--- config.mk ---
export PLATFORM = sky130hd
export DESIGN_NAME = stepper_pwm_offtime_fault_guard
export DESIGN_NICKNAME = d
export VERILOG_FILES = /design/src/hdl/chop_pkg.sv /design/src/hdl/phase_chopper.sv /design/src/hdl/stepper_pwm_offtime_fault_guard.sv
export SDC_FILE = /design/constraint.sdc
export NUM_CORES = 1
export LEC_CHECK = 0
export ABC_AREA = 1
export BUFFER_PORTS_ARGS = -buffer_cell sky130_fd_sc_hd__buf_2
export CORE_ASPECT_RATIO = 1.2
export CORE_MARGIN = 2
export CORE_UTILIZATION = 55
export DETAILED_ROUTE_END_ITERATION = 6
export GPL_TIMING_DRIVEN = 0
export PLACE_DENSITY = 0.76
export SLEW_MARGIN = 20
export SYNTH_ARGS = -nofsm -noshare
export SYNTH_HDL_FRONTEND = slang
export SYNTH_SLANG_ARGS = --single-unit
--- constraint.sdc ---
create_clock -name mclk -period 1.8 [get_ports mclk]
set_clock_uncertainty 0.1 [all_clocks]
set_input_delay 0.27 -clock mclk [delete_from_list [all_inputs] [get_ports mclk]]
set_output_delay 0.27 -clock mclk [all_outputs]
set_load 0.01 [all_outputs]
--- src/hdl/chop_pkg.sv ---
// Purpose: shared constants and carrier types for the chopper and fault guard
// Assumes: 125 MHz mclk
// Notes: times in ns, cycle counts derived from the clock period
package chop_pkg;

    localparam int unsigned CLK_PERIOD_NS = 8;
    localparam int unsigned NUM_PHASES = 2;

    // ************************************************************
    // timing
    // ************************************************************
    localparam int unsigned DEAD_NS = 500;
    localparam int unsigned DEAD_CYC = (DEAD_NS / CLK_PERIOD_NS) > 0 ?
        (DEAD_NS / CLK_PERIOD_NS) : 1;
    localparam int unsigned BLANK_NS = 1700;
    localparam int unsigned BLANK_CYC = (BLANK_NS + CLK_PERIOD_NS - 1) / CLK_PERIOD_NS;
    localparam int unsigned OFF_LO_NS = 6000;
    localparam int unsigned OFF_MID_NS = 9000;
    localparam int unsigned OFF_HI_NS = 12000;
    localparam int unsigned OFF_LO_CYC = (OFF_LO_NS + CLK_PERIOD_NS - 1) / CLK_PERIOD_NS;
    localparam int unsigned OFF_MID_CYC = (OFF_MID_NS + CLK_PERIOD_NS - 1) / CLK_PERIOD_NS;
    localparam int unsigned OFF_HI_CYC = (OFF_HI_NS + CLK_PERIOD_NS - 1) / CLK_PERIOD_NS;
    localparam int unsigned OPEN_WIN_NS = 2000;
    localparam int unsigned OPEN_WIN_CYC = (OPEN_WIN_NS + CLK_PERIOD_NS - 1) / CLK_PERIOD_NS;
    localparam int unsigned OPEN_CONFIRM = 3;
    localparam int unsigned CNT_W = 12;

    // ************************************************************
    // ratio thresholds (current ratio 0..255)
    // ************************************************************
    localparam logic [7:0] RATIO_MID = 8'h55;
    localparam logic [7:0] RATIO_HI = 8'haa;

    // ************************************************************
    // carriers
    // ************************************************************
    typedef struct packed {
        logic trip;   // sense_voltage reached trip_voltage
        logic short_hit; // sense_voltage above short_threshold
        logic positive;  // sense_voltage above zero
    } sense_t;

    typedef struct packed {
        logic on_side;
        logic off_side;
    } gate_t;

endpackage

--- src/hdl/phase_chopper.sv ---
// Purpose: per-phase fixed off-time chopper with dead time, off window shown for open watch
// Assumes: comparator inputs already synchronised
// Notes: gates forced low while kill is high
`timescale 1ns/1ps
`default_nettype none
module phase_chopper
(
    input wire logic mclk,
    input wire logic rstn,
    input wire logic kill,
    input wire logic [7:0] ratio,
    input wire chop_pkg::sense_t sense,
    output chop_pkg::gate_t gate,
    output logic in_off,
    output logic off_last
);
    import chop_pkg::*;

    typedef enum logic [2:0] {ST_DEAD_ON, ST_ON, ST_DEAD_OFF, ST_OFF} st_t;
    st_t st_q;
    logic [CNT_W-1:0] cnt_q;
    logic [CNT_W-1:0] off_len;

    always_comb
    begin
        if (ratio >= RATIO_HI)
            off_len = CNT_W'(OFF_HI_CYC);
        else if (ratio >= RATIO_MID)
            off_len = CNT_W'(OFF_MID_CYC);
        else
            off_len = CNT_W'(OFF_LO_CYC);
    end

    always_ff @(posedge mclk or negedge rstn)
    begin
        if (!rstn)
        begin
            st_q <= ST_DEAD_ON;
            cnt_q <= '0;
        end
        else
        begin
            cnt_q <= cnt_q + 1'b1;
            case (st_q)
                ST_DEAD_ON:
                    if (cnt_q >= CNT_W'(DEAD_CYC - 1))
                    begin
                        st_q <= ST_ON;
                        cnt_q <= '0;
                    end
                ST_ON:
                    // comparator masked during blanking
                    if (cnt_q >= CNT_W'(BLANK_CYC - 1) && sense.trip)
                    begin
                        st_q <= ST_DEAD_OFF;
                        cnt_q <= '0;
                    end
                ST_DEAD_OFF:
                    if (cnt_q >= CNT_W'(DEAD_CYC - 1))
                    begin
                        st_q <= ST_OFF;
                        cnt_q <= '0;
                    end
                ST_OFF:
                    // time fixed by the clock, not by coil current
                    if (cnt_q >= off_len - 1'b1)
                    begin
                        st_q <= ST_DEAD_ON;
                        cnt_q <= '0;
                    end
                default:
                begin
                    st_q <= ST_DEAD_ON;
                    cnt_q <= '0;
                end
            endcase
        end
    end

    always_ff @(posedge mclk or negedge rstn)
    begin
        if (!rstn)
            gate <= '0;
        else if (kill)
            gate <= '0;
        else
        begin
            gate.on_side <= (st_q == ST_ON);
            gate.off_side <= (st_q == ST_OFF);
        end
    end

    // ************************************************************
    // off window for the open-coil watch
    // ************************************************************
    assign in_off = (st_q == ST_OFF);
    assign off_last = (st_q == ST_OFF) && (cnt_q >= off_len - 1'b1);

endmodule // phase_chopper
`default_nettype wire

--- src/hdl/stepper_pwm_offtime_fault_guard.sv ---
// Purpose: chopper timing and latched fault shutdown for a two-phase unipolar driver
// Assumes: rstn is the power-on reset of the logic supply
// Notes: comparator results arrive asynchronously and are synchronised here
//
// Functional notes
// - each phase holds its off period for a fixed clock-counted time after chopping.
// - the off period is one of three lengths picked by the step current ratio.
// - during the off period the off-side transistor is on for synchronous rectification.
// - a dead interval of about 0.5 us separates one transistor off and its partner on.
// - all outputs go off as soon as sense_voltage exceeds short_threshold.
// - after a short the outputs stay off until logic_supply is cycled.
// - a positive sense_voltage in the off period flags a possible open coil.
// - an open coil is confirmed after three consecutive flagged off periods, else restart.
// - the accumulated breakdown time must also exceed a fixed window before shutdown.
// - all outputs go off when the control_die thermal detector trips.
// - the on period ends when sense_voltage reaches trip_voltage.
// - the comparator is ignored for a blanking time after each turn-on.
// - thermal shutdown clears only by cycling logic_supply.
`timescale 1ns/1ps
`default_nettype none
module stepper_pwm_offtime_fault_guard
(
    input wire logic mclk,
    input wire logic rstn,
    input wire logic [7:0] ratio_a,
    input wire logic [7:0] ratio_b,
    input wire chop_pkg::sense_t sense_a,
    input wire chop_pkg::sense_t sense_b,
    input wire logic thermal_trip,
    output chop_pkg::gate_t gate_a,
    output chop_pkg::gate_t gate_b,
    output logic fault_latched,
    output logic [2:0] fault_cause
);
    import chop_pkg::*;

    // ************************************************************
    // input synchronisers
    // ************************************************************
    sense_t sa_m_q, sa_q, sb_m_q, sb_q;
    logic th_m_q, th_q;
    gate_t ga, gb;
    logic open_a, open_b;
    wire logic [NUM_PHASES-1:0] in_off;
    wire logic [NUM_PHASES-1:0] off_last;
    wire logic [NUM_PHASES-1:0] open_hit;
    logic [NUM_PHASES-1:0] pos_now;
    logic short_now;
    logic dis_q;

    always_ff @(posedge mclk or negedge rstn)
    begin
        if (!rstn)
        begin
            sa_m_q <= '0;
            sa_q <= '0;
            sb_m_q <= '0;
            sb_q <= '0;
            th_m_q <= 1'b0;
            th_q <= 1'b0;
        end
        else
        begin
            sa_m_q <= sense_a;
            sa_q <= sa_m_q;
            sb_m_q <= sense_b;
            sb_q <= sb_m_q;
            th_m_q <= thermal_trip;
            th_q <= th_m_q;
        end
    end

    // short acts straight on the gate outputs, no wait for the latch
    assign short_now = sa_q.short_hit | sb_q.short_hit;

    // ************************************************************
    // latched disable
    // ************************************************************
    always_ff @(posedge mclk or negedge rstn)
    begin
        if (!rstn)
        begin
            dis_q <= 1'b0;
            fault_cause <= '0;
        end
        else
        begin
            // no clear path besides reset: only supply cycling releases it
            if (short_now || open_a || open_b || th_q)
                dis_q <= 1'b1;
            fault_cause <= fault_cause | {th_q, open_a | open_b, short_now};
        end
    end

    always_ff @(posedge mclk or negedge rstn)
    begin
        if (!rstn)
            fault_latched <= 1'b0;
        else
            fault_latched <= dis_q | short_now | th_q | open_a | open_b;
    end

    // ************************************************************
    // open coil watch, one per phase
    // ************************************************************
    assign pos_now = {sb_q.positive, sa_q.positive};
    assign open_a = open_hit[0];
    assign open_b = open_hit[1];

    for (genvar p = 0; p < NUM_PHASES; p++)
    begin : g_open
        logic off_open_q;
        logic [1:0] open_run_q;
        logic [CNT_W-1:0] brk_q;
        logic open_q;

        // positive sense where recirculation should pull it negative
        always_ff @(posedge mclk or negedge rstn)
        begin
            if (!rstn)
            begin
                off_open_q <= 1'b0;
            end
            else if (off_last[p])
            begin
                off_open_q <= 1'b0;
            end
            else if (in_off[p] && pos_now[p])
            begin
                off_open_q <= 1'b1;
            end
        end

        // consecutive flagged off periods; a clean one starts over
        always_ff @(posedge mclk or negedge rstn)
        begin
            if (!rstn)
            begin
                open_run_q <= '0;
            end
            else if (off_last[p])
            begin
                if (!(off_open_q || pos_now[p]))
                begin
                    open_run_q <= '0;
                end
                else if (open_run_q != 2'(OPEN_CONFIRM))
                begin
                    open_run_q <= open_run_q + 2'h1;
                end
            end
        end

        // breakdown time, summed over the flagged run only
        always_ff @(posedge mclk or negedge rstn)
        begin
            if (!rstn)
            begin
                brk_q <= '0;
            end
            else if (off_last[p] && !(off_open_q || pos_now[p]))
            begin
                brk_q <= '0;
            end
            else if (in_off[p] && pos_now[p] && brk_q != '1)
            begin
                brk_q <= brk_q + 1'b1;
            end
        end

        // short surges fill the window only after many consecutive flagged off periods
        always_ff @(posedge mclk or negedge rstn)
        begin
            if (!rstn)
            begin
                open_q <= 1'b0;
            end
            else
            begin
                open_q <= (open_run_q == 2'(OPEN_CONFIRM))
                    && (brk_q > CNT_W'(OPEN_WIN_CYC));
            end
        end

        assign open_hit[p] = open_q;
    end

    phase_chopper u_phase_a
    (
        .mclk(mclk),
        .rstn(rstn),
        .kill(dis_q | short_now | th_q),
        .ratio(ratio_a),
        .sense(sa_q),
        .gate(ga),
        .in_off(in_off[0]),
        .off_last(off_last[0])
    );

    phase_chopper u_phase_b
    (
        .mclk(mclk),
        .rstn(rstn),
        .kill(dis_q | short_now | th_q),
        .ratio(ratio_b),
        .sense(sb_q),
        .gate(gb),
        .in_off(in_off[1]),
        .off_last(off_last[1])
    );

    // ************************************************************
    // output stage
    // ************************************************************
    always_ff @(posedge mclk or negedge rstn)
    begin
        if (!rstn)
        begin
            gate_a <= '0;
            gate_b <= '0;
        end
        else if (dis_q || short_now || th_q || open_a || open_b)
        begin
            gate_a <= '0;
            gate_b <= '0;
        end
        else
        begin
            gate_a <= ga;
            gate_b <= gb;
        end
    end

endmodule // stepper_pwm_offtime_fault_guard
`default_nettype wire

==> out/metrics.yaml, run 1 <==
status: "complete, but fails checks"
violations: "negative setup slack"
final.fill_count: 690
async_flop_share_pct: 100.0
cts_tree: "yes"
cap_violations: 0
cellPowerDensity_mw_per_mm2: 532.6
setup_ws_ns: -0.2813
drt_iter0_drc: 145
relSlewSlack_pct: 64.60
area_delta_synth_final_pct: 28.26
yosysTopAreaCell: "dfrtp_1"
synth_area_per_cell_um2: 7.916
grt_pass1_wl_um: 18110
drt-total-wl_um: 11220
dp_hpwl_um: 7333
rsz0062_at_grt: "yes"
p_leak_nw: 3.342
start_kind: "input port"
crit_arrival_ns: 2.23
grt_pass1_vias: 4409
ant_nets: 0
r2r_cells: 11
period_minus_slack_ns: 2.081
ys_seq_area_share_pct: 41.99
yosys-top-cells-count: "148 x nand2_1, 122 x inv_1, 87 x dfrtp_1"
synth_area_mm2: 0.005185
reg2reg_from: "u_phase_a.cnt_q[10]"
cpMostUsedCell: "nand2_2"
firstDrtPassIters: 4
r2r_slack_ns: -0.24
layout-drive-gt1-share_pct: 30.27
regArea_mm2: 0.002181
whs_ns: 0.2527
num_rows: 38
antennaDiodeCount: 0
ctsRootBufferMaster: "clkbuf_8"
grt_max_degree: 49
postLayoutCoreUtil_pct: 72.85
finalSetupViolations: 58
ir_drop_mv: 0.2851
cts_sinks: 87
ys_ff_latch: 87
clk_latency_ns: 0.37
totalPowerFinal_mw: 3.542
synth-edff-count: 0
hold_end: "sb_q[2]"
cts_buffer_depth: 2
crit_fanout: 5
cts_made_buffers: 9
synth_warnings: 0
synth-main-ff-cell: "dfrtp_1"
worstMarginPinSlew_ns: 0.5262
yosysMostFrequentCell: "nand2_1"
slew_viol_final: 0
critical_path_class: "input port to flip-flop"
yosysTopAreaCellShare_pct: 41.99
dieArea_mm2: 0.01022
ys_types: 33
cp_cell_sequence: "buf_8, nor4b_4, nand2_1, nand2_2, inv_2, ha_4, inv_4, nor2_4, nand3b_1, nor2_1, nand2_2, nand3_2, nand2_2, nand2_4, clkbuf_16, nor2_4"
globalRouteOverflowTotal: 0
dieHeight_um: 110.4
multi_input_area_mm2: 0.002953
whs_path_depth: 0
cpPeakStageDelay_ns: 0.27
vias_per_cell: 5.138
finalHoldViolCount: 0
dp_worst_setup_slack_ns: -0.6455
ios: 33
synth_fp_nets: 723
fin_crit_sh_pct: 115.6
synth_area_leaders: "dfrtp_1 42%, nand2_1 11%, ha_1 10%"
groute.usage.overall_pct: 22.10
hp-class: "flip-flop to flip-flop"
slowest_stage: "ha_4"
dieWidth_um: 92.64
place.gp.congestion: 0.8583
detail_route.wl_per_cell_um: 13.05
cts-htree-levels: 3
place.port_buffers: 32
vias: 4419
core_mm2: 0.009129
final_nets: 804
fmax_mhz: 480.5
antenna_found_initial: 0
cp-end-kind: "flip-flop"
clk_pin_slew_ns: 0.09
synthCells: 655
required_ns: 1.94
min-delay-start: "sb_m_q[2]"
r2r_end: "u_phase_a.cnt_q[3]"
drc: 0
initial_core_util_pct: 56.80
area by class of cell:
cell class                      count  area share (%)
Multi-Input combinational cell    436           44.40
Sequential cell                    87           32.79
Timing Repair Buffer               70           9.426
Inverter                          126           7.262
Tap cell                          120           2.258
Clock buffer                       11           1.976
Buffer                              6           1.167
Clock inverter                      4          0.7150
through the flow:
| stage | cells | TNS [ns] | cell area, um2 |
|---|---|---|---|
| 2_1_floorplan | 655 | -7.943 | 5320 |
| 3_3_place_gp | 807 | -58.12 | 5630 |
| 3_5_place_dp | 808 | -29.74 | 5660 |
| 4_1_cts | 854 | -2.822 | 6307 |
| 5_1_grt | 860 | -14.92 | 6650 |
| 6_report | 860 | -9.449 | 6650 |
how the worst max path moves through the flow:
stage	to	depth (start not counted)	start
6_report	u_phase_a.cnt_q[3]	16	ratio_a[5]
3_3_place_gp	u_phase_a.cnt_q[7]	17	ratio_a[5]
5_1_grt	g_open[0].brk_q[11]	16	ratio_a[5]
2_1_floorplan	u_phase_a.cnt_q[0]	16	ratio_a[5]
3_5_place_dp	g_open[0].brk_q[11]	17	ratio_a[5]
4_1_cts	u_phase_b.cnt_q[6]	17	ratio_b[3]
sequential cells by signal, indices dropped and copies added (netlist names), 2 cells and up:
signal,count
u_phase_a.st_q,2
sb_q,2
g_open.open_q,2
u_phase_b.cnt_q,12
sa_m_q,3
g_open.off_open_q,2
sb_m_q,3
u_phase_a.gate,2
u_phase_b.gate,2
sa_q,2
pos_now,2
u_phase_a.cnt_q,12
g_open.brk_q,24
gate_a,2
fault_cause,3
gate_b,2
g_open.open_run_q,4
u_phase_b.st_q,2
per-layer routing:
layer / share of wire (%) / up-vias / GRT usage [%]
met5: 0 / - / 0
met4: 2.5 / 0 / 9.559
met3: 3.0 / 29 / 3.739
met2: 54 / 76 / 41.81
met1: 41 / 2112 / 24.49
li1: - / 2202 / -
cells in the final DEF (no fill, tap or decap), types with 3 or more instances in the layout:
cell and n:
a21oi_1 8, a21oi_2 4, a21oi_4 3, buf_16 4, buf_2 27, buf_4 21
buf_6 9, buf_8 5, clkbuf_8 9, dfrtp_1 84, dfrtp_2 3, dlygate4sd3_1 8
ha_1 32, ha_4 11, inv_1 100, inv_2 22, inv_4 4, nand2_1 129
nand2_2 21, nand2_4 8, nand3_1 31, nand3_2 21, nand3_4 3, nand3b_1 5
nand4_1 15, nor2_1 49, nor2_2 20, nor2_4 15, nor3_1 7, nor4_1 4
o21ai_0 17, o21bai_1 3, or2_1 3, or2_2 3, xor2_1 11
what timing repair did:
item                       4_1_cts  5_1_grt
setup endpoints to repair       51       58
pin swaps                       20       40
cloned                           3        1
hold endpoints to repair        46        0
buffers inserted                20        6
hold buffers                     8        0
gates resized for setup         47       71
worst max-delay path, delay by kind of cell:
family        cells  cell delay, ns
fa+ha+maj         1            0.27
buf+inv           4            0.37
simple gates     11            1.30
where the power goes:
part / internal (mW) / total, mW / switching (mW)
combinational: 0.116 / 0.260 / 0.143
sequential: 1.97 / 1.97 / 0.00616
clock: 0.630 / 1.31 / 0.678
kinds of logic (layout without fill, tap and decap cells):
group                    after synthesis  after routing  synth area share (%)
flip-flops                            87             87                 41.99
XOR/XNOR                              12             12                 2.027
AND/OR/NAND/NOR                      338            338                 30.14
adder cells (fa/ha/maj)               43             43                 10.38
AO/OA/AOI/OAI                         43             43                 5.188
buffers and inverters                132            217                 10.28
Note: power is estimated with default switching activity, not from simulation.
==> run 2: changes to the inputs <==
==> constraint.sdc (replaced) <==
create_clock -name mclk -period 1.8 [get_ports mclk]
set_clock_uncertainty 0.1 [all_clocks]
set_input_delay 0.36 -clock mclk [delete_from_list [all_inputs] [get_ports mclk]]
set_output_delay 0.36 -clock mclk [all_outputs]
set_load 0.01 [all_outputs]
==> out/metrics.yaml, run 2 (synthesis results as in run 1) <==
status: "complete, but fails checks"
violations: "negative setup slack"
globalRouteOverflowTotal: 0  # unchanged
cap_violations: 0  # unchanged
power.share.clock_pct: 43.2  # +6.3 points
antennaDiodeCount: 0  # unchanged
regMostFlops: "g_open.brk_q"
ios: 33  # unchanged
cts_sinks: 87  # unchanged
cts_made_buffers: 9  # unchanged
dieArea_mm2: 0.01022  # unchanged
worstMarginPinSlew_ns: 0.6129  # +0.08672 ns
cts_tree: "yes"
grt_pass1_vias: 4361  # -1.1%
cts-htree-levels: 3  # unchanged
hp-class: "flip-flop to flip-flop"
ir_drop_mv: 0.4328  # +52%
p_int_mw: 3.041  # +12%
layout_commonest_cell: "nand2_1"
antenna_found_initial: 0  # unchanged
vias: 4440  # +0.48%
dieHeight_um: 110.4  # unchanged
cts_buffer_depth: 2  # unchanged
p_comb_share_pct: 6.1  # -1.2 points
slew_viol_final: 0  # unchanged
num_rows: 38  # unchanged
grt_pass1_wl_um: 18380  # +1.5%
critical_path_class: "input port to flip-flop"
clk_latency_ns: 0.37  # about the same
rsz0062_at_grt: "yes"
setup_ws_ns: -0.2803  # +0.0009930 ns
largest_register_ffs: 24  # unchanged
drc: 0  # unchanged
core_mm2: 0.009129  # unchanged
slowest_stage: "ha_4"
fin_setup_tns_ns: -11.97  # -2.524 ns
ctsRootBufferMaster: "clkbuf_8"
crit_fanout: 5  # unchanged
mostFrequentLayoutCells: "127 x nand2_1, 100 x inv_1, 85 x dfrtp_1, 54 x nor2_1, 38 x ha_1"
ant_nets: 0  # unchanged
crit_arrival_ns: 2.28  # +0.05 ns
totalPowerFinal_mw: 3.899  # +10%
groute.usage.overall_pct: 22.24  # +0.14 points
swShare_pct: 22.00  # -1.4 points
detail_route.wl_per_cell_um: 13.56  # +3.9%
vias_per_cell: 5.211  # +1.4%
final_nets: 795  # -1.1%
cpMostUsedCell: "nand2_2"
grt_max_degree: 48  # -2.0%
initial_core_util_pct: 56.80  # unchanged
relSlewSlack_pct: 59.14  # -5.5 points
cp-end-kind: "flip-flop"
cellPowerDensity_mw_per_mm2: 589.4  # +11%
drt-total-wl_um: 11560  # +3.0%
drt_iter0_drc: 224  # +54%
p_sw_uw: 857.9  # +3.7%
postLayoutCoreUtil_pct: 72.46  # -0.38 points
final.fill_count: 645  # -6.5%
start_kind: "input port"
largestRegisters: "g_open.brk_q x24, u_phase_a.cnt_q x12, u_phase_b.cnt_q x12"
dp_hpwl_um: 7418  # +1.2%
clk_pin_slew_ns: 0.08  # about the same
fmax_mhz: 480.7  # about the same
firstDrtPassIters: 4  # unchanged
p_leak_nw: 3.337  # -0.17%
cpPeakStageDelay_ns: 0.20  # -0.07 ns
power_frac_seq_pct: 50.7  # -5.0 points
finalSetupViolations: 58  # unchanged
cp_cell_sequence: "buf_8, nor2_4, nor2_1, o21ai_1, nand2_1, nand2_2, nand2_2, inv_2, ha_4, nand2_2, inv_2, nand2_1, nand2_1, a21oi_2, nand3_2, nand2_2, nand2_4, buf_16, nor2_2"
place.port_buffers: 32  # unchanged
required_ns: 2.00  # +0.06 ns
period_minus_slack_ns: 2.080  # -0.0009930 ns
dieWidth_um: 92.64  # unchanged
fin_crit_sh_pct: 115.6  # about the same
place.gp.congestion: 0.8098  # -5.7%
area_delta_synth_final_pct: 27.58
finalHoldViolCount: 0  # unchanged
layout-drive-gt1-share_pct: 28.01  # -2.3 points
-- run 2: cell count changes in the layout (fill, tap and decap cells not counted), sizes merged --
cell	previous run	this run
buf	67	56
bufinv	1	3
clkbuf	12	14
clkinv	2	1
clkinvlp	1	0
inv	126	127
-- run 2: power by group through the flow --
| stage | Combinational, mW | Sequential [mW] | Clock, mW |
|---|---|---|---|
| after CTS | 0.227 | 1.98 | 1.71 |
| final | 0.238 | 1.98 | 1.69 |
| after global routing | 0.268 | 1.98 | 1.78 |
| after floorplan | 0.0812 | 2.01 | 0 |
| after detailed placement | 0.177 | 2.01 | 0 |
| after global placement | 0.161 | 2.01 | 0 |
-- run 2: area by class of cell --
| type | count | area [um2] | share of cell area, % |
|---|---|---|---|
| multi-input combinational | 436 | 2905 | 43.92 |
| sequential | 87 | 2180 | 32.95 |
| timing repair buffer | 61 | 581.8 | 8.795 |
| inverter | 126 | 475.5 | 7.187 |
| tap | 120 | 150.1 | 2.270 |
| clock buffer | 11 | 141.4 | 2.137 |
| clock inverter | 5 | 103.9 | 1.570 |
| buffer | 6 | 77.57 | 1.173 |
-- run 2: what timing repair did --
action | 4_1_cts | 5_1_grt
hold buffers | 8 | 0
endpoints found under the hold margin | 53 | 0
endpoints found under the setup margin | 58 | 58
pin swaps | 14 | 30
buffers inserted | 13 | 5
gates resized for setup | 54 | 63
gates cloned | 2 | 2
-- run 2: worst paths after layout --
check,cells after the start,from,slack (ns),to
min in group asynchronous,2,rstn,0.45,g_open[0].brk_q[4]
hold / removal,0,sb_m_q[2],0.25,sb_q[2]
setup / recovery,19,ratio_b[2],-0.28,u_phase_b.cnt_q[7]
hold reg to reg,0,sb_m_q[2],0.25,sb_q[2]
setup reg to reg,10,u_phase_a.st_q[0],-0.19,u_phase_a.cnt_q[5]
max in group asynchronous,3,rstn,0.51,u_phase_b.st_q[1]
-- run 2: stage by stage --
step,cells,instance area (um2),hold WS (ns),worst slack (ns)
finish,852,6615,0.2545,-0.2803
global route,852,6615,0.2729,-0.3818
CTS,847,6322,0.2588,-0.1954
detailed placement,808,5658,0.2396,-0.7039
global placement,807,5635,0.2315,-0.6378
floorplan,655,5325,-0.03559,-0.3185
-- run 2: metal layers --
metal  GRT usage (%)  wire (um)  vias up  part of all wire [%]
met4           9.139        194        0                   1.7
li1                -          -     2186                     -
met1           25.22       4768     2127                    41
met5               0          0        -                     0
met2           41.61       6182      105                    53
met3           3.807        411       22                   3.6
-- run 2: critical path: cells and delay by family --
family	cells	cell delay (ns)
compound gates	2	0.32
fa+ha+maj	1	0.20
simple gates	12	1.02
buf+inv	4	0.38
